<file path="config.mk">
export PLATFORM = sky130hd
export DESIGN_NAME = ccs_core_clock_ctrl
export DESIGN_NICKNAME = d
export VERILOG_FILES = /design/src/rtl/ccs_pkg.sv /design/src/rtl/ccs_rate_mult.sv /design/src/rtl/ccs_core_clock_ctrl.sv
export SDC_FILE = /design/constraint.sdc
export NUM_CORES = 1
export LEC_CHECK = 0
export ABC_AREA = 1
export ABC_CLOCK_PERIOD_IN_PS = 16900
export BUFFER_PORTS_ARGS = -buffer_cell sky130_fd_sc_hd__buf_2
export CAP_MARGIN = 20
export CORE_ASPECT_RATIO = 0.6
export CORE_MARGIN = 10
export CORE_UTILIZATION = 48
export DETAILED_ROUTE_END_ITERATION = 6
export PLACE_DENSITY = 0.76
export SLEW_MARGIN = 20
export SYNTH_ARGS = -nofsm -noshare
export SYNTH_HDL_FRONTEND = slang
export SYNTH_SLANG_ARGS = --single-unit
</file>
<file path="constraint.sdc">
create_clock -name core_clk -period 16.9 [get_ports core_clk]
set_input_delay 0.845 -clock core_clk [delete_from_list [all_inputs] [get_ports core_clk]]
set_output_delay 0.845 -clock core_clk [all_outputs]
set_load 0.01 [all_outputs]
</file>
<file path="src/rtl/ccs_pkg.sv">
package ccs_pkg;

	// ---------------------------------------------------------------
	// Register map
	// ---------------------------------------------------------------
	localparam int          REG_W             = 16;
	localparam int          ADDR_W            = 16;
	localparam logic [15:0] RATE_SEL_ADDR     = 16'he220;
	localparam logic [15:0] CLK_EN_ADDR       = 16'he280;
	localparam logic [4:0]  RATE_SEL_RST      = 5'h00;
	localparam logic [8:0]  CLK_EN_RST        = 9'h000;
	localparam int          SEL_W             = 5;
	localparam int          EN_W              = 9;

	// ---------------------------------------------------------------
	// Start pulse select codes
	// ---------------------------------------------------------------
	localparam logic [4:0]  SEL_NORMAL        = 5'h00;
	localparam logic [4:0]  SEL_DUAL          = 5'h01;
	localparam logic [4:0]  SEL_QUAD          = 5'h02;
	localparam logic [4:0]  SEL_SIN_BASE      = 5'h03;
	localparam logic [4:0]  SEL_SOUT_BASE     = 5'h0f;
	localparam logic [4:0]  SEL_SPDIF         = 5'h1b;
	localparam logic [4:0]  SEL_OFF_BASE      = 5'h1c;
	localparam int          PAIRS             = 12;

	// ---------------------------------------------------------------
	// Subsystem clock enable bit positions
	// ---------------------------------------------------------------
	localparam int          EN_ROUTING        = 0;
	localparam int          EN_SER_IN         = 1;
	localparam int          EN_SER_OUT        = 2;
	localparam int          EN_RATE_CONV_LO   = 3;
	localparam int          EN_RATE_CONV_HI   = 4;
	localparam int          EN_CORE           = 5;
	localparam int          EN_SPDIF_RX       = 6;
	localparam int          EN_SPDIF_TX       = 7;
	localparam int          EN_AUX_CONV       = 8;

	// ---------------------------------------------------------------
	// Rate figures
	// ---------------------------------------------------------------
	localparam int          CORE_MULT         = 56;
	localparam int          CLKOUT256_MULT    = 8;
	localparam int          CLKOUT512_MULT    = 16;
	localparam logic [5:0]  REF_MASK_NORMAL   = 6'h3f;
	localparam logic [5:0]  REF_MASK_DUAL     = 6'h1f;
	localparam logic [5:0]  REF_MASK_QUAD     = 6'h0f;

	// ---------------------------------------------------------------
	// Types
	// ---------------------------------------------------------------
	typedef enum logic [1:0] {
		CCS_CO_OFF = 2'h0,
		CCS_CO_OSC = 2'h1,
		CCS_CO_256 = 2'h2,
		CCS_CO_512 = 2'h3
	} ccs_clock_output_pin_mode_t;

	typedef enum logic [1:0] {
		CCS_ST_WAIT0 = 2'h0,
		CCS_ST_WAIT1 = 2'h1,
		CCS_ST_CAPT  = 2'h3,
		CCS_ST_RUN   = 2'h2
	} ccs_state_t;

	// Input divider ratio from the strap code, zero when unsupported
	function automatic logic [3:0] ccs_div_ratio(input logic [2:0] code);
		case (code)
			3'h0:    ccs_div_ratio = 4'h1;
			3'h1:    ccs_div_ratio = 4'h2;
			3'h2:    ccs_div_ratio = 4'h4;
			3'h3:    ccs_div_ratio = 4'h6;
			3'h4:    ccs_div_ratio = 4'h8;
			default: ccs_div_ratio = 4'h0;
		endcase
	endfunction

endpackage

</file>
<file path="src/rtl/ccs_rate_mult.sv">
`timescale 1ns/100ps
// Digital rate multiplier: emits up to MULT evenly spread ticks per
// reference period, using the period measured over the last one.
module ccs_rate_mult #(
	parameter int MULT  = 56,
	parameter int CNT_W = 12
) (
	// Clock and reset
	input  wire logic core_clk,
	input  wire logic rst_n,
	input  wire logic clk_en,
	// Reference and output
	input  wire logic ref_tick,
	output logic      tick_q
);
	localparam logic [CNT_W:0] MULT_C = (CNT_W+1)'(MULT);

	logic [CNT_W-1:0] per_cnt_q;
	logic [CNT_W-1:0] period_q;
	logic [CNT_W:0]   acc_q;
	logic [CNT_W:0]   acc_base;
	logic [CNT_W:0]   acc_n;
	logic [7:0]       ticks_q;
	logic [7:0]       ticks_base;

	// A reference tick opens a new period that already counts this cycle,
	// otherwise every period loses one share and falls a tick short
	assign acc_base   = ref_tick ? '0 : acc_q;
	assign ticks_base = ref_tick ? 8'h00 : ticks_q;
	assign acc_n      = acc_base + MULT_C;

	// Period measurement, saturating when the reference stops
	always_ff @(posedge core_clk or negedge rst_n)
	begin
		if (!rst_n) begin
			per_cnt_q <= '0;
			period_q  <= '0;
		end else if (clk_en) begin
			if (ref_tick) begin
				per_cnt_q <= '0;
				period_q  <= per_cnt_q + 1'b1;
			end else if (per_cnt_q != '1) begin
				per_cnt_q <= per_cnt_q + 1'b1;
			end
		end
	end

	// Accumulator spreading ticks, capped at MULT per period
	always_ff @(posedge core_clk or negedge rst_n)
	begin
		if (!rst_n) begin
			acc_q   <= '0;
			ticks_q <= '0;
			tick_q  <= 1'b0;
		end else if (clk_en) begin
			tick_q  <= 1'b0;
			acc_q   <= acc_base;
			ticks_q <= ticks_base;
			if (period_q != '0 && 8'(MULT) > ticks_base) begin
				if (acc_n >= {1'b0, period_q}) begin
					acc_q   <= acc_n - {1'b0, period_q};
					ticks_q <= ticks_base + 8'h01;
					tick_q  <= 1'b1;
				end else begin
					acc_q <= acc_n;
				end
			end
		end
	end

endmodule

</file>
<file path="src/rtl/ccs_core_clock_ctrl.sv">
`timescale 1ns/100ps
module ccs_core_clock_ctrl
	import ccs_pkg::*;
(
	// Clock, reset, enable
	input  wire logic                   core_clk,
	input  wire logic                   rst_b,
	input  wire logic                   clk_en,
	// Strap pins
	input  wire logic                   divider_select_bit0,
	input  wire logic                   divider_select_bit1,
	input  wire logic                   divider_select_bit2,
	input  wire logic                   clock_output_mode_bit0,
	input  wire logic                   clock_output_mode_bit1,
	// Clock and frame inputs
	input  wire logic                   crystal_input,
	input  wire logic [ccs_pkg::PAIRS-1:0] serial_in_frame_clk,
	input  wire logic [ccs_pkg::PAIRS-1:0] serial_out_frame_clk,
	input  wire logic                   spdif_frame_clk,
	// Register port
	input  wire logic                   reg_wr_en,
	input  wire logic                   reg_rd_en,
	input  wire logic [ccs_pkg::ADDR_W-1:0] reg_addr,
	input  wire logic [ccs_pkg::REG_W-1:0]  reg_wdata,
	output logic [ccs_pkg::REG_W-1:0]       reg_rdata_q,
	output logic                        reg_rd_valid_q,
	// Clock outputs
	output logic                        clock_output_pin_q,
	output logic                        clock_output_oe_q,
	output logic                        core_clock_tick_q,
	output logic                        core_start_pulse_q,
	output logic [ccs_pkg::EN_W-1:0]    subsystem_mclk_q,
	output logic [ccs_pkg::EN_W-1:0]    subsystem_clk_en_q
);
	import ccs_pkg::*;

	localparam int SYN_W = 2*PAIRS + 7;

	logic             rst_meta_q;
	logic             rst_n_s;
	logic [SYN_W-1:0] pins;
	logic [SYN_W-1:0] meta_q;
	logic [SYN_W-1:0] sync_q;
	logic [SYN_W-1:0] prev_q;
	logic             xtal_s;
	logic             xtal_rise;
	logic [PAIRS-1:0] sin_rise;
	logic [PAIRS-1:0] sout_rise;
	logic             spdif_rise;
	ccs_state_t       state_q;
	logic [2:0]       div_code_q;
	ccs_clock_output_pin_mode_t mode_q;
	logic [3:0]       ratio;
	logic [3:0]       edge_cnt_q;
	logic             ref_tick_q;
	logic [5:0]       ref_cnt_q;
	logic             norm_pulse;
	logic             dual_pulse;
	logic             quad_pulse;
	logic [SEL_W-1:0] rate_sel_q;
	logic [EN_W-1:0]  clk_en_reg_q;
	logic             start_d;
	logic [4:0]       sin_idx;
	logic [4:0]       sout_idx;
	logic             tick256;
	logic             tick512;
	logic             tog256_q;
	logic             tog512_q;
	logic [6:0]       core_cnt_q;

	// ---------------------------------------------------------------
	// Reset release and pin synchronisers
	// ---------------------------------------------------------------
	// Reset released through two flops
	always_ff @(posedge core_clk or negedge rst_b)
	begin
		if (!rst_b) begin
			rst_meta_q <= 1'b0;
			rst_n_s    <= 1'b0;
		end else if (clk_en) begin
			rst_meta_q <= 1'b1;
			rst_n_s    <= rst_meta_q;
		end
	end

	assign pins = {spdif_frame_clk, serial_out_frame_clk,
		serial_in_frame_clk, clock_output_mode_bit1,
		clock_output_mode_bit0, divider_select_bit2,
		divider_select_bit1, divider_select_bit0, crystal_input};

	// Two-flop synchroniser plus a delayed copy for edges
	always_ff @(posedge core_clk or negedge rst_n_s)
	begin
		if (!rst_n_s) begin
			meta_q <= '0;
			sync_q <= '0;
			prev_q <= '0;
		end else if (clk_en) begin
			meta_q <= pins;
			sync_q <= meta_q;
			prev_q <= sync_q;
		end
	end

	assign xtal_s     = sync_q[0];
	assign xtal_rise  = sync_q[0] & ~prev_q[0];
	assign sin_rise   = sync_q[6 +: PAIRS] & ~prev_q[6 +: PAIRS];
	assign sout_rise  = sync_q[6+PAIRS +: PAIRS] & ~prev_q[6+PAIRS +: PAIRS];
	assign spdif_rise = sync_q[SYN_W-1] & ~prev_q[SYN_W-1];

	// ---------------------------------------------------------------
	// Strap capture after reset release
	// ---------------------------------------------------------------
	// Straps are read once, after the synchronisers have filled
	always_ff @(posedge core_clk or negedge rst_n_s)
	begin
		if (!rst_n_s) begin
			state_q    <= CCS_ST_WAIT0;
			div_code_q <= 3'h0;
			mode_q     <= CCS_CO_OFF;
		end else if (clk_en) begin
			case (state_q)
				CCS_ST_WAIT0: state_q <= CCS_ST_WAIT1;
				CCS_ST_WAIT1: state_q <= CCS_ST_CAPT;
				CCS_ST_CAPT:
				begin
					div_code_q <= sync_q[3:1];
					mode_q     <= ccs_clock_output_pin_mode_t'(sync_q[5:4]);
					state_q    <= CCS_ST_RUN;
				end
				CCS_ST_RUN:   state_q <= CCS_ST_RUN;
				default:      state_q <= CCS_ST_WAIT0;
			endcase
		end
	end

	// ---------------------------------------------------------------
	// Input divider and internal rate pulses
	// ---------------------------------------------------------------
	assign ratio = ccs_div_ratio(div_code_q);

	// Divide crystal rising edges down to the 64x reference
	always_ff @(posedge core_clk or negedge rst_n_s)
	begin
		if (!rst_n_s) begin
			edge_cnt_q <= 4'h0;
			ref_tick_q <= 1'b0;
		end else if (clk_en) begin
			ref_tick_q <= 1'b0;
			if (state_q == CCS_ST_RUN && xtal_rise && ratio != 4'h0) begin
				if (edge_cnt_q >= ratio - 4'h1) begin
					edge_cnt_q <= 4'h0;
					ref_tick_q <= 1'b1;
				end else begin
					edge_cnt_q <= edge_cnt_q + 4'h1;
				end
			end
		end
	end

	// Reference ticks counted per normal sample
	always_ff @(posedge core_clk or negedge rst_n_s)
	begin
		if (!rst_n_s)
			ref_cnt_q <= 6'h00;
		else if (clk_en && ref_tick_q)
			ref_cnt_q <= ref_cnt_q + 6'h01;
	end

	assign norm_pulse = ref_tick_q && (ref_cnt_q & REF_MASK_NORMAL) ==
		REF_MASK_NORMAL;
	assign dual_pulse = ref_tick_q && (ref_cnt_q & REF_MASK_DUAL) ==
		REF_MASK_DUAL;
	assign quad_pulse = ref_tick_q && (ref_cnt_q & REF_MASK_QUAD) ==
		REF_MASK_QUAD;

	// Core tick and clock output rate multipliers
	ccs_rate_mult #(.MULT(CORE_MULT)) u_core_mult (
		.core_clk (core_clk),
		.rst_n    (rst_n_s),
		.clk_en   (clk_en),
		.ref_tick (ref_tick_q),
		.tick_q   (core_clock_tick_q)
	);

	ccs_rate_mult #(.MULT(CLKOUT256_MULT)) u_out256_mult (
		.core_clk (core_clk),
		.rst_n    (rst_n_s),
		.clk_en   (clk_en),
		.ref_tick (ref_tick_q),
		.tick_q   (tick256)
	);

	ccs_rate_mult #(.MULT(CLKOUT512_MULT)) u_out512_mult (
		.core_clk (core_clk),
		.rst_n    (rst_n_s),
		.clk_en   (clk_en),
		.ref_tick (ref_tick_q),
		.tick_q   (tick512)
	);

	// ---------------------------------------------------------------
	// Registers
	// ---------------------------------------------------------------
	// Writes keep only the defined field bits
	always_ff @(posedge core_clk or negedge rst_n_s)
	begin
		if (!rst_n_s) begin
			rate_sel_q   <= RATE_SEL_RST;
			clk_en_reg_q <= CLK_EN_RST;
		end else if (clk_en && reg_wr_en) begin
			if (reg_addr == RATE_SEL_ADDR)
				rate_sel_q <= reg_wdata[SEL_W-1:0];
			if (reg_addr == CLK_EN_ADDR)
				clk_en_reg_q <= reg_wdata[EN_W-1:0];
		end
	end

	// Read data one cycle after the strobe; unmapped reads give zero
	always_ff @(posedge core_clk or negedge rst_n_s)
	begin
		if (!rst_n_s) begin
			reg_rdata_q    <= '0;
			reg_rd_valid_q <= 1'b0;
		end else if (clk_en) begin
			reg_rd_valid_q <= reg_rd_en;
			reg_rdata_q    <= '0;
			if (reg_rd_en && reg_addr == RATE_SEL_ADDR)
				reg_rdata_q <= {{(REG_W-SEL_W){1'b0}}, rate_sel_q};
			else if (reg_rd_en && reg_addr == CLK_EN_ADDR)
				reg_rdata_q <= {{(REG_W-EN_W){1'b0}}, clk_en_reg_q};
		end
	end

	// ---------------------------------------------------------------
	// Start pulse selection
	// ---------------------------------------------------------------
	assign sin_idx  = rate_sel_q - SEL_SIN_BASE;
	assign sout_idx = rate_sel_q - SEL_SOUT_BASE;

	// Pick the source of the core start pulse
	always_comb
	begin
		start_d = 1'b0;
		if (rate_sel_q == SEL_NORMAL)
			start_d = norm_pulse;
		else if (rate_sel_q == SEL_DUAL)
			start_d = dual_pulse;
		else if (rate_sel_q == SEL_QUAD)
			start_d = quad_pulse;
		else if (rate_sel_q < SEL_SOUT_BASE)
			start_d = sin_rise[sin_idx[3:0]];
		else if (rate_sel_q < SEL_SPDIF)
			start_d = sout_rise[sout_idx[3:0]];
		else if (rate_sel_q == SEL_SPDIF)
			start_d = spdif_rise;
		else
			start_d = 1'b0;
	end

	// Registered start pulse to the core
	always_ff @(posedge core_clk or negedge rst_n_s)
	begin
		if (!rst_n_s)
			core_start_pulse_q <= 1'b0;
		else if (clk_en)
			core_start_pulse_q <= start_d;
	end

	// ---------------------------------------------------------------
	// Subsystem clock gating and clock output
	// ---------------------------------------------------------------
	// Enables move only while the master clock is low
	always_ff @(posedge core_clk or negedge rst_n_s)
	begin
		if (!rst_n_s) begin
			subsystem_clk_en_q <= '0;
			subsystem_mclk_q   <= '0;
		end else if (clk_en) begin
			if (!xtal_s)
				subsystem_clk_en_q <= clk_en_reg_q;
			subsystem_mclk_q <= {EN_W{xtal_s}} & subsystem_clk_en_q;
		end
	end

	// Clock output source per mode strap
	always_ff @(posedge core_clk or negedge rst_n_s)
	begin
		if (!rst_n_s) begin
			tog256_q           <= 1'b0;
			tog512_q           <= 1'b0;
			clock_output_pin_q <= 1'b0;
			clock_output_oe_q  <= 1'b0;
		end else if (clk_en) begin
			tog256_q          <= tog256_q ^ tick256;
			tog512_q          <= tog512_q ^ tick512;
			clock_output_oe_q <= (mode_q != CCS_CO_OFF);
			case (mode_q)
				CCS_CO_OSC: clock_output_pin_q <= xtal_s;
				CCS_CO_256: clock_output_pin_q <= tog256_q;
				CCS_CO_512: clock_output_pin_q <= tog512_q;
				default:    clock_output_pin_q <= 1'b0;
			endcase
		end
	end

	// ---------------------------------------------------------------
	// Assertions
	// ---------------------------------------------------------------
	// Core ticks seen since the last reference tick
	always_ff @(posedge core_clk or negedge rst_n_s)
	begin
		if (!rst_n_s)
			core_cnt_q <= 7'h00;
		else if (clk_en && ref_tick_q)
			core_cnt_q <= 7'h00;
		else if (clk_en && core_clock_tick_q)
			core_cnt_q <= core_cnt_q + 7'h01;
	end
endmodule

</file>
==> Word level (Yosys, flattened, before mapping) <==
Cells that the tools add are included.
{ "totals": {"reg_bits": 305, "out_inout_bits": 39, "wordCells": 179} }
{ "op_classes": {"add_sub_neg": 17, "magnitude_cmp": 11, "eq_ne": 21, "mux": 48, "bitwise": 12, "n_reduce_logical": 33} }
{ "op_table": {"columns": ["op", "n"], "rows": [
  ["13-bit two-way mux", 9],
  ["12-bit two-way mux", 6],
  ["8-bit two-way mux", 9],
  ["13-bit by 12-bit greater-or-equal comparator with 1-bit output", 3],
  ["13-bit by 12-bit subtractor with 13-bit output", 3],
  ["12-bit by 1-bit adder with 12-bit output (second input constant)", 3],
  ["12-bit inequality test (second input constant)", 3],
  ["12-bit nonzero test", 3],
  ["16-bit == test (second input constant)", 2],
  ["8-bit by 1-bit adder with 8-bit output (second input constant)", 3],
  ["12-bit AND", 2],
  ["12-bit inverter", 2],
  ["4-bit one-hot mux with 5 select lines", 1],
  ["9-bit two-way mux", 2],
  ["2-bit AND reduction", 9],
  ["1-bit two-way mux", 16],
  ["13-bit by 4-bit adder with 13-bit output (second input constant)", 1],
  ["13-bit by 5-bit adder with 13-bit output (second input constant)", 1],
  ["13-bit by 6-bit adder with 13-bit output (second input constant)", 1],
  ["1-bit logical AND", 12],
  ["5-bit == test (second input constant)", 2],
  ["4-bit by 5-bit less-than comparator with 1-bit output (second input constant)", 2],
  ["9-bit AND", 1],
  ["1-bit binary-select mux with 4-bit select", 2],
  ["32 further kinds", 44]
]} }

==> Longest topological paths before layout <==
{ "depth": {"ltp_word": 9, "depth_mapped": 23, "ltp_nobuf": 22} }

==> Cells and area by module <==
Synthesis repeated with hierarchy kept, for this count alone.
{ "unflattened": {"hier_cells": 2209, "hier_area_um2": 16704.8} }
{ "by_module_without_submodules": {"columns": ["module", "instances", "cells_each", "area_each_um2", "seq_area_each_um2"], "rows": [
  ["ccs_core_clock_ctrl", 1, 775, 6730.2, 3878.7],
  ["ccs_rate_mult (u_core_mult)", 1, 491, 3428.3, 1151.1],
  ["ccs_rate_mult (u_out512_mult)", 1, 498, 3378.2, 1151.1],
  ["ccs_rate_mult (u_out256_mult)", 1, 445, 3168.0, 1151.1]
]} }

==> Worst setup path after synthesis <==
OpenSTA, ideal clock, no wires.
{ "synth_path": {"kind": "register to register", "startpoint": "reg rst_n_s (netlist name)", "endpoint": "reg rst_n_s", "setup_ps": 89, "arrival_ps": 6925, "path_slack_ps": 9886, "path_stages_with_launch": 3, "path_buffers": 0, "synth_period_minus_slack_ps": 7014, "path_cell_list": "dfrtp_1 nand2_1 nand2_1"} }
{ "synth_rtl": {"columns": ["item", "line_no", "source"], "rows": [
  ["end signal, assigned", "ccs_core_clock_ctrl.sv:82", "rst_n_s <= rst_meta_q;"],
  ["end, declared", "ccs_core_clock_ctrl.sv:40", "logic rst_n_s;"]
]} }

==> Worst setup path in the final report <==
{ "layout_path": {"startpoint": "reg ref_tick_q", "endpoint": "reg u_out256_mult.acc_q[12]"} }
{ "layout_via": {"elab_chain_cells": 5, "elab_cells_between_ends": 9, "cone_classes": "add/sub (2); order compare (2); mux (4); reduce/logical (1)"} }
{ "layout_lines": {"columns": ["item", "line_no", "source"], "rows": [
  ["start, declared", "ccs_core_clock_ctrl.sv:55", "logic ref_tick_q;"],
  ["start signal, assigned", "ccs_core_clock_ctrl.sv:147", "ref_tick_q <= 1'b0;"],
  ["start signal, assigned", "ccs_core_clock_ctrl.sv:149", "ref_tick_q <= 1'b0;"],
  ["start signal, assigned", "ccs_core_clock_ctrl.sv:153", "ref_tick_q <= 1'b1;"],
  ["13-bit two-way mux", "ccs_rate_mult.sv:28", "assign acc_base = ref_tick ? '0 : acc_q;"],
  ["13-bit by 4-bit adder with 13-bit output", "ccs_rate_mult.sv:30", "assign acc_n = acc_base + MULT_C;"],
  ["13-bit by 12-bit subtractor with 13-bit output / 13-bit by 12-bit greater-or-equal comparator with 1-bit output (equally long branches)", "ccs_rate_mult.sv:61, ccs_rate_mult.sv:60", null],
  ["13-bit two-way mux", "ccs_rate_mult.sv:60", "if (acc_n >= {1'b0, period_q}) begin"],
  ["13-bit two-way mux *", "ccs_rate_mult.sv:59", "if (period_q != '0 && 8'(MULT) > ticks_base) begin"],
  ["end signal, assigned", "ccs_rate_mult.sv:57", "acc_q <= acc_base;"],
  ["end signal, assigned", "ccs_rate_mult.sv:61", "acc_q <= acc_n - {1'b0, period_q};"],
  ["end signal, assigned", "ccs_rate_mult.sv:65", "acc_q <= acc_n;"],
  ["end, declared", "ccs_rate_mult.sv:20", "logic [CNT_W:0] acc_q;"]
]} }
Mark *: on every way between the ends. The rest lies on a longest branch, timed or not.
A chain may end at the register's enable or synchronous reset.

==> reports/results.md <==
| Parameter | Value | Unit |
|---|---|---|
| Initial DRT Pass Iterations | 7 | - |
| Run status | finished, final reports clean | - |
| Syn-to-layout area delta | 11.3 | % |
| Effective utilization at floorplan | 0.487 | - |
| Switching share of power | 0.448 | - |
| Clock skew | 0.0205 | ns |
| Worst EP arrival | 4.83 | ns |
| Share of the yosys chip area belonging to registers | 0.464 | - |
| Most common flop cell mapped by yosys | sky130_fd_sc_hd__dfrtp_1 | - |
| Die footprint | 0.0408 | mm² |
| Per-cell routed wire length | 15.4 | µm |
| Sum of negative setup slack | 0 | ns |
| Number of antenna violations at the first check in global routing | 0 | - |
| Post-Route WL | 38.8 | mm |
| Library cell contributing the largest single delay on the critical path | sky130_fd_sc_hd__inv_4 | - |
| Netlist area before placement | 0.0158 | mm² |
| Count of H-tree levels built during CTS | 1 | - |
| Clock buffer count from CTS | 28 | - |
| Core area | 0.0325 | mm² |
| Cell area after layout | 0.0176 | mm² |
| Setup repair bufs after CTS | 0 | - |
| Number of filler instances in the final layout | 2929 | - |
| Gpl congestion | 0.883 | - |
| Setup violations, final | 0 | - |
| Critical path, cell by cell | inv_4 > nand2_2 > inv_1 > ha_1 > nand3_1 > nor2_1 > nand3_1 > nor2_1 > xor2_1 > inv_1 > ha_1 > inv_1 > nor3_1 > nand2_1 > o21bai_1 > clkinv_1 > nand3_2 > nand2_4 > inv_2 > nand2_1 > o21ai_1 | - |
| Post-DRT Antenna Nets | 0 | - |
| Synth warn | 0 | - |
| Post-synthesis async set-or-reset flop share | 1.00 | - |
| Source-to-sink clock delay at the later pin of the worst-skew pair | 0.57 | ns |
| Most common library cell in the layout ignoring fill and taps | sky130_fd_sc_hd__nand2_1 | - |
| CP dominant cell by count | sky130_fd_sc_hd__inv_1 | - |
| Die Wd | 254 | µm |
| Root buf cell | sky130_fd_sc_hd__clkbuf_16 | - |
| Vert. Die Dim | 161 | µm |
| Global-route wire length before repair | 64.9 | mm |
| Overall power after layout | 0.00355 | W |
| Hold_buf cts | 0 | - |
| Unrepaired setup endpoints after global routing | false | - |
| Number of hold violations in the final report | 0 | - |
| Worst-Margin Slew | 1.03 | ns |
| Reported net switching power | 0.00159 | W |
| Power Density | 202 | mW/mm² |
| Tightest Hold Check Type | in -> async | - |
| Worst setup slack before clock tree synthesis | 12.66 | ns |
| Count of standard-cell rows | 51 | - |
| Post-synthesis instance total | 2018 | - |
| Worst IR drop on VDD | 108 | µV |
| Area occupied by multi-input gates | 0.00718 | mm² |
| EDFF count, synth | 0 | - |
| Critical Path End Type | flop | - |
| Layout cell share with drive strength beyond 1 | 0.0924 | - |
| Maximum clock path buffer count | 3 | - |
| Post-cts gate resize count | 0 | - |
| Detail-routed via count per cell | 5.36 | - |
| Number of diodes added for antenna fixing | 0 | - |
| Leakage component of the power | 8.79 | nW |
| CP Buf/Inv Count | 6 | - |
| Synthesized flop and latch total | 293 | - |
| Tot GR Track Use | 0.189 | - |
| # nets final | 2209 | - |
| Combinational Power Share | 0.519 | - |
| Proportion of power drawn by flip-flops and latches | 0.282 | - |
| Mean Syn Cell Area | 7.84 | µm² |
| Cell type group with the largest total delay on the critical path | simple AND/OR/NAND/NOR gates | - |
| Detailed router's first-iteration violation count | 1231 | - |
| CP Data Required Time | 17.39 | ns |
| Max incr delay on CP | 0.45 | ns |
| Via count of the first global-routing pass | 13000 | - |
| Total number of vias | 13500 | - |
| Maximum number of pins on one net before global-route repair | 174 | - |
| Distinct cell type count after synthesis | 50 | - |
| Register clock-pin slew on the reported worst setup and hold paths | 0.07 | ns |
| Number of buffers added on ports | 92 | - |
| # Max-Cap Violations | 0 | - |
| Share of the clock period used by the worst path after layout | 0.257 | - |
| CTS tree | built | - |
| Number of pins exceeding their max-slew limit in the final report | 0 | - |
| Category of the critical setup timing path | reg -> reg | - |
| Sum of net half-perimeters after detailed placement | 27.1 | mm |
| Post-route setup slack | 12.56 | ns |
| TritonCTS Sinks | 293 | - |
| Cell area reported after detailed placement | 0.0166 | mm² |
| Internal | 0.00196 | W |
| Startpoint types | flop | - |
| Max frequency | 230 | MHz |
| Most frequent cells in the layout | 573 x sky130_fd_sc_hd__nand2_1, 292 x sky130_fd_sc_hd__dfrtp_1, 247 x sky130_fd_sc_hd__inv_1 | - |
| Clock network fraction of design power | 0.199 | - |
| Count of boundary I/O pins | 107 | - |
| Sequential cell area | 0.00734 | mm² |
| Detailed-route DRC error count | 0 | - |
| Peak fanout along the critical path | 45 | - |
| Tightest slew margin relative to the limit | 0.308 | - |
| Leftover overflow at the end of global routing | 0 | - |
| Final worst path period need | 4.34 | ns |
-- per-stage QoR --
step                hold WS [ns]  utilization  instances
floorplan                  0.437            -       2024
global placement           0.375        0.510       2473
detailed placement         0.377        0.510       2473
CTS                       0.0339        0.542       2524
global route              0.0429        0.542       2524
finish                    0.0545        0.542       2524
-- logic make-up after synthesis --
kind of cell | Yosys count | share of synthesized area
AO/OA/AOI/OAI | 346 | 0.118
XOR/XNOR | 74 | 0.0415
adder cells (fa/ha/maj) | 62 | 0.0505
buffers and inverters | 332 | 0.0838
flip-flops | 293 | 0.464
multiplexers | 3 | 0.00214
other | 1 | 0.000237
AND/OR/NAND/NOR | 907 | 0.240
-- power by group through the flow --
| stage | registers, W | logic (W) | clock network (W) |
|---|---|---|---|
| 2_1_floorplan | 0.000994 | 0.00142 | 0 |
| 3_3_place_gp | 0.00100 | 0.00173 | 0 |
| 3_5_place_dp | 0.00101 | 0.00179 | 0 |
| 4_1_cts | 0.000999 | 0.00181 | 0.000719 |
| 5_1_grt | 0.00102 | 0.00209 | 0.000746 |
| 6_report | 0.00100 | 0.00184 | 0.000706 |
-- synthesized netlist by cell type (6+ instances only) --
master,instances,share of area
sky130_fd_sc_hd__nor4_1,8,0.0032
sky130_fd_sc_hd__ha_1,59,0.047
sky130_fd_sc_hd__nor2_1,140,0.033
sky130_fd_sc_hd__xor2_1,55,0.030
sky130_fd_sc_hd__nand4_1,30,0.012
sky130_fd_sc_hd__xnor2_1,18,0.010
sky130_fd_sc_hd__clkbuf_1,55,0.013
sky130_fd_sc_hd__nor3_1,9,0.0028
sky130_fd_sc_hd__nand3_1,116,0.037
sky130_fd_sc_hd__a31oi_1,11,0.0044
sky130_fd_sc_hd__nand2_2,6,0.0024
sky130_fd_sc_hd__o21ai_1,14,0.0044
sky130_fd_sc_hd__buf_2,7,0.0022
sky130_fd_sc_hd__a21oi_1,98,0.031
sky130_fd_sc_hd__buf_4,8,0.0038
sky130_fd_sc_hd__inv_1,248,0.059
sky130_fd_sc_hd__o22ai_1,25,0.0099
sky130_fd_sc_hd__nand2_1,574,0.14
sky130_fd_sc_hd__o21ai_0,171,0.054
sky130_fd_sc_hd__a21o_1,7,0.0033
sky130_fd_sc_hd__dfrtp_1,293,0.46
-- registers in the layout, summed over array words and instances (netlist names), 13 cells and up --
signal               flops
meta_q                  31
sync_q                  31
prev_q                  26
u_core_mult.acc_q       13
u_out256_mult.acc_q     13
u_out512_mult.acc_q     13
-- layer usage --
metal | global-route usage | wire, µm
met1 | 0.287 | 19100
met3 | 0.0293 | 2810
met4 | 0.0336 | 613
met5 | 0 | 0
met2 | 0.278 | 16200
-- path summary, 6_finish.rpt --
kind	from	to	slack (ns)	depth (start not counted)
worst max-delay path	ref_tick_q$_DFFE_PN0P_	u_out256_mult.acc_q[12]$_DFFE_PN0P_	12.56	21
worst min-delay path	rst_b	rst_meta_q$_DFFE_PN0P_	0.05	1
worst max register to register	ref_tick_q$_DFFE_PN0P_	u_out256_mult.acc_q[12]$_DFFE_PN0P_	12.56	21
worst min register to register	rst_n_s$_DFFE_PN0P_	reg_rdata_q[5]$_DFFE_PN0P_	0.35	0
max in group asynchronous	rst_n_s$_DFFE_PN0P_	u_out256_mult.acc_q[9]$_DFFE_PN0P_	14.36	2
min in group core_clk	meta_q[20]$_DFFE_PN0P_	meta_q[20]$_DFFE_PN0P_	0.47	2
-- cell type report --
type / instances / area share
flip-flops and latches: 293 / 0.417
clock buffers: 35 / 0.0441
inverters: 255 / 0.0547
well taps: 424 / 0.0301
repair buffers: 102 / 0.0315
multi-input cells: 1399 / 0.408
clock inverters: 16 / 0.0148
Power figures use the tool's default switching activity.
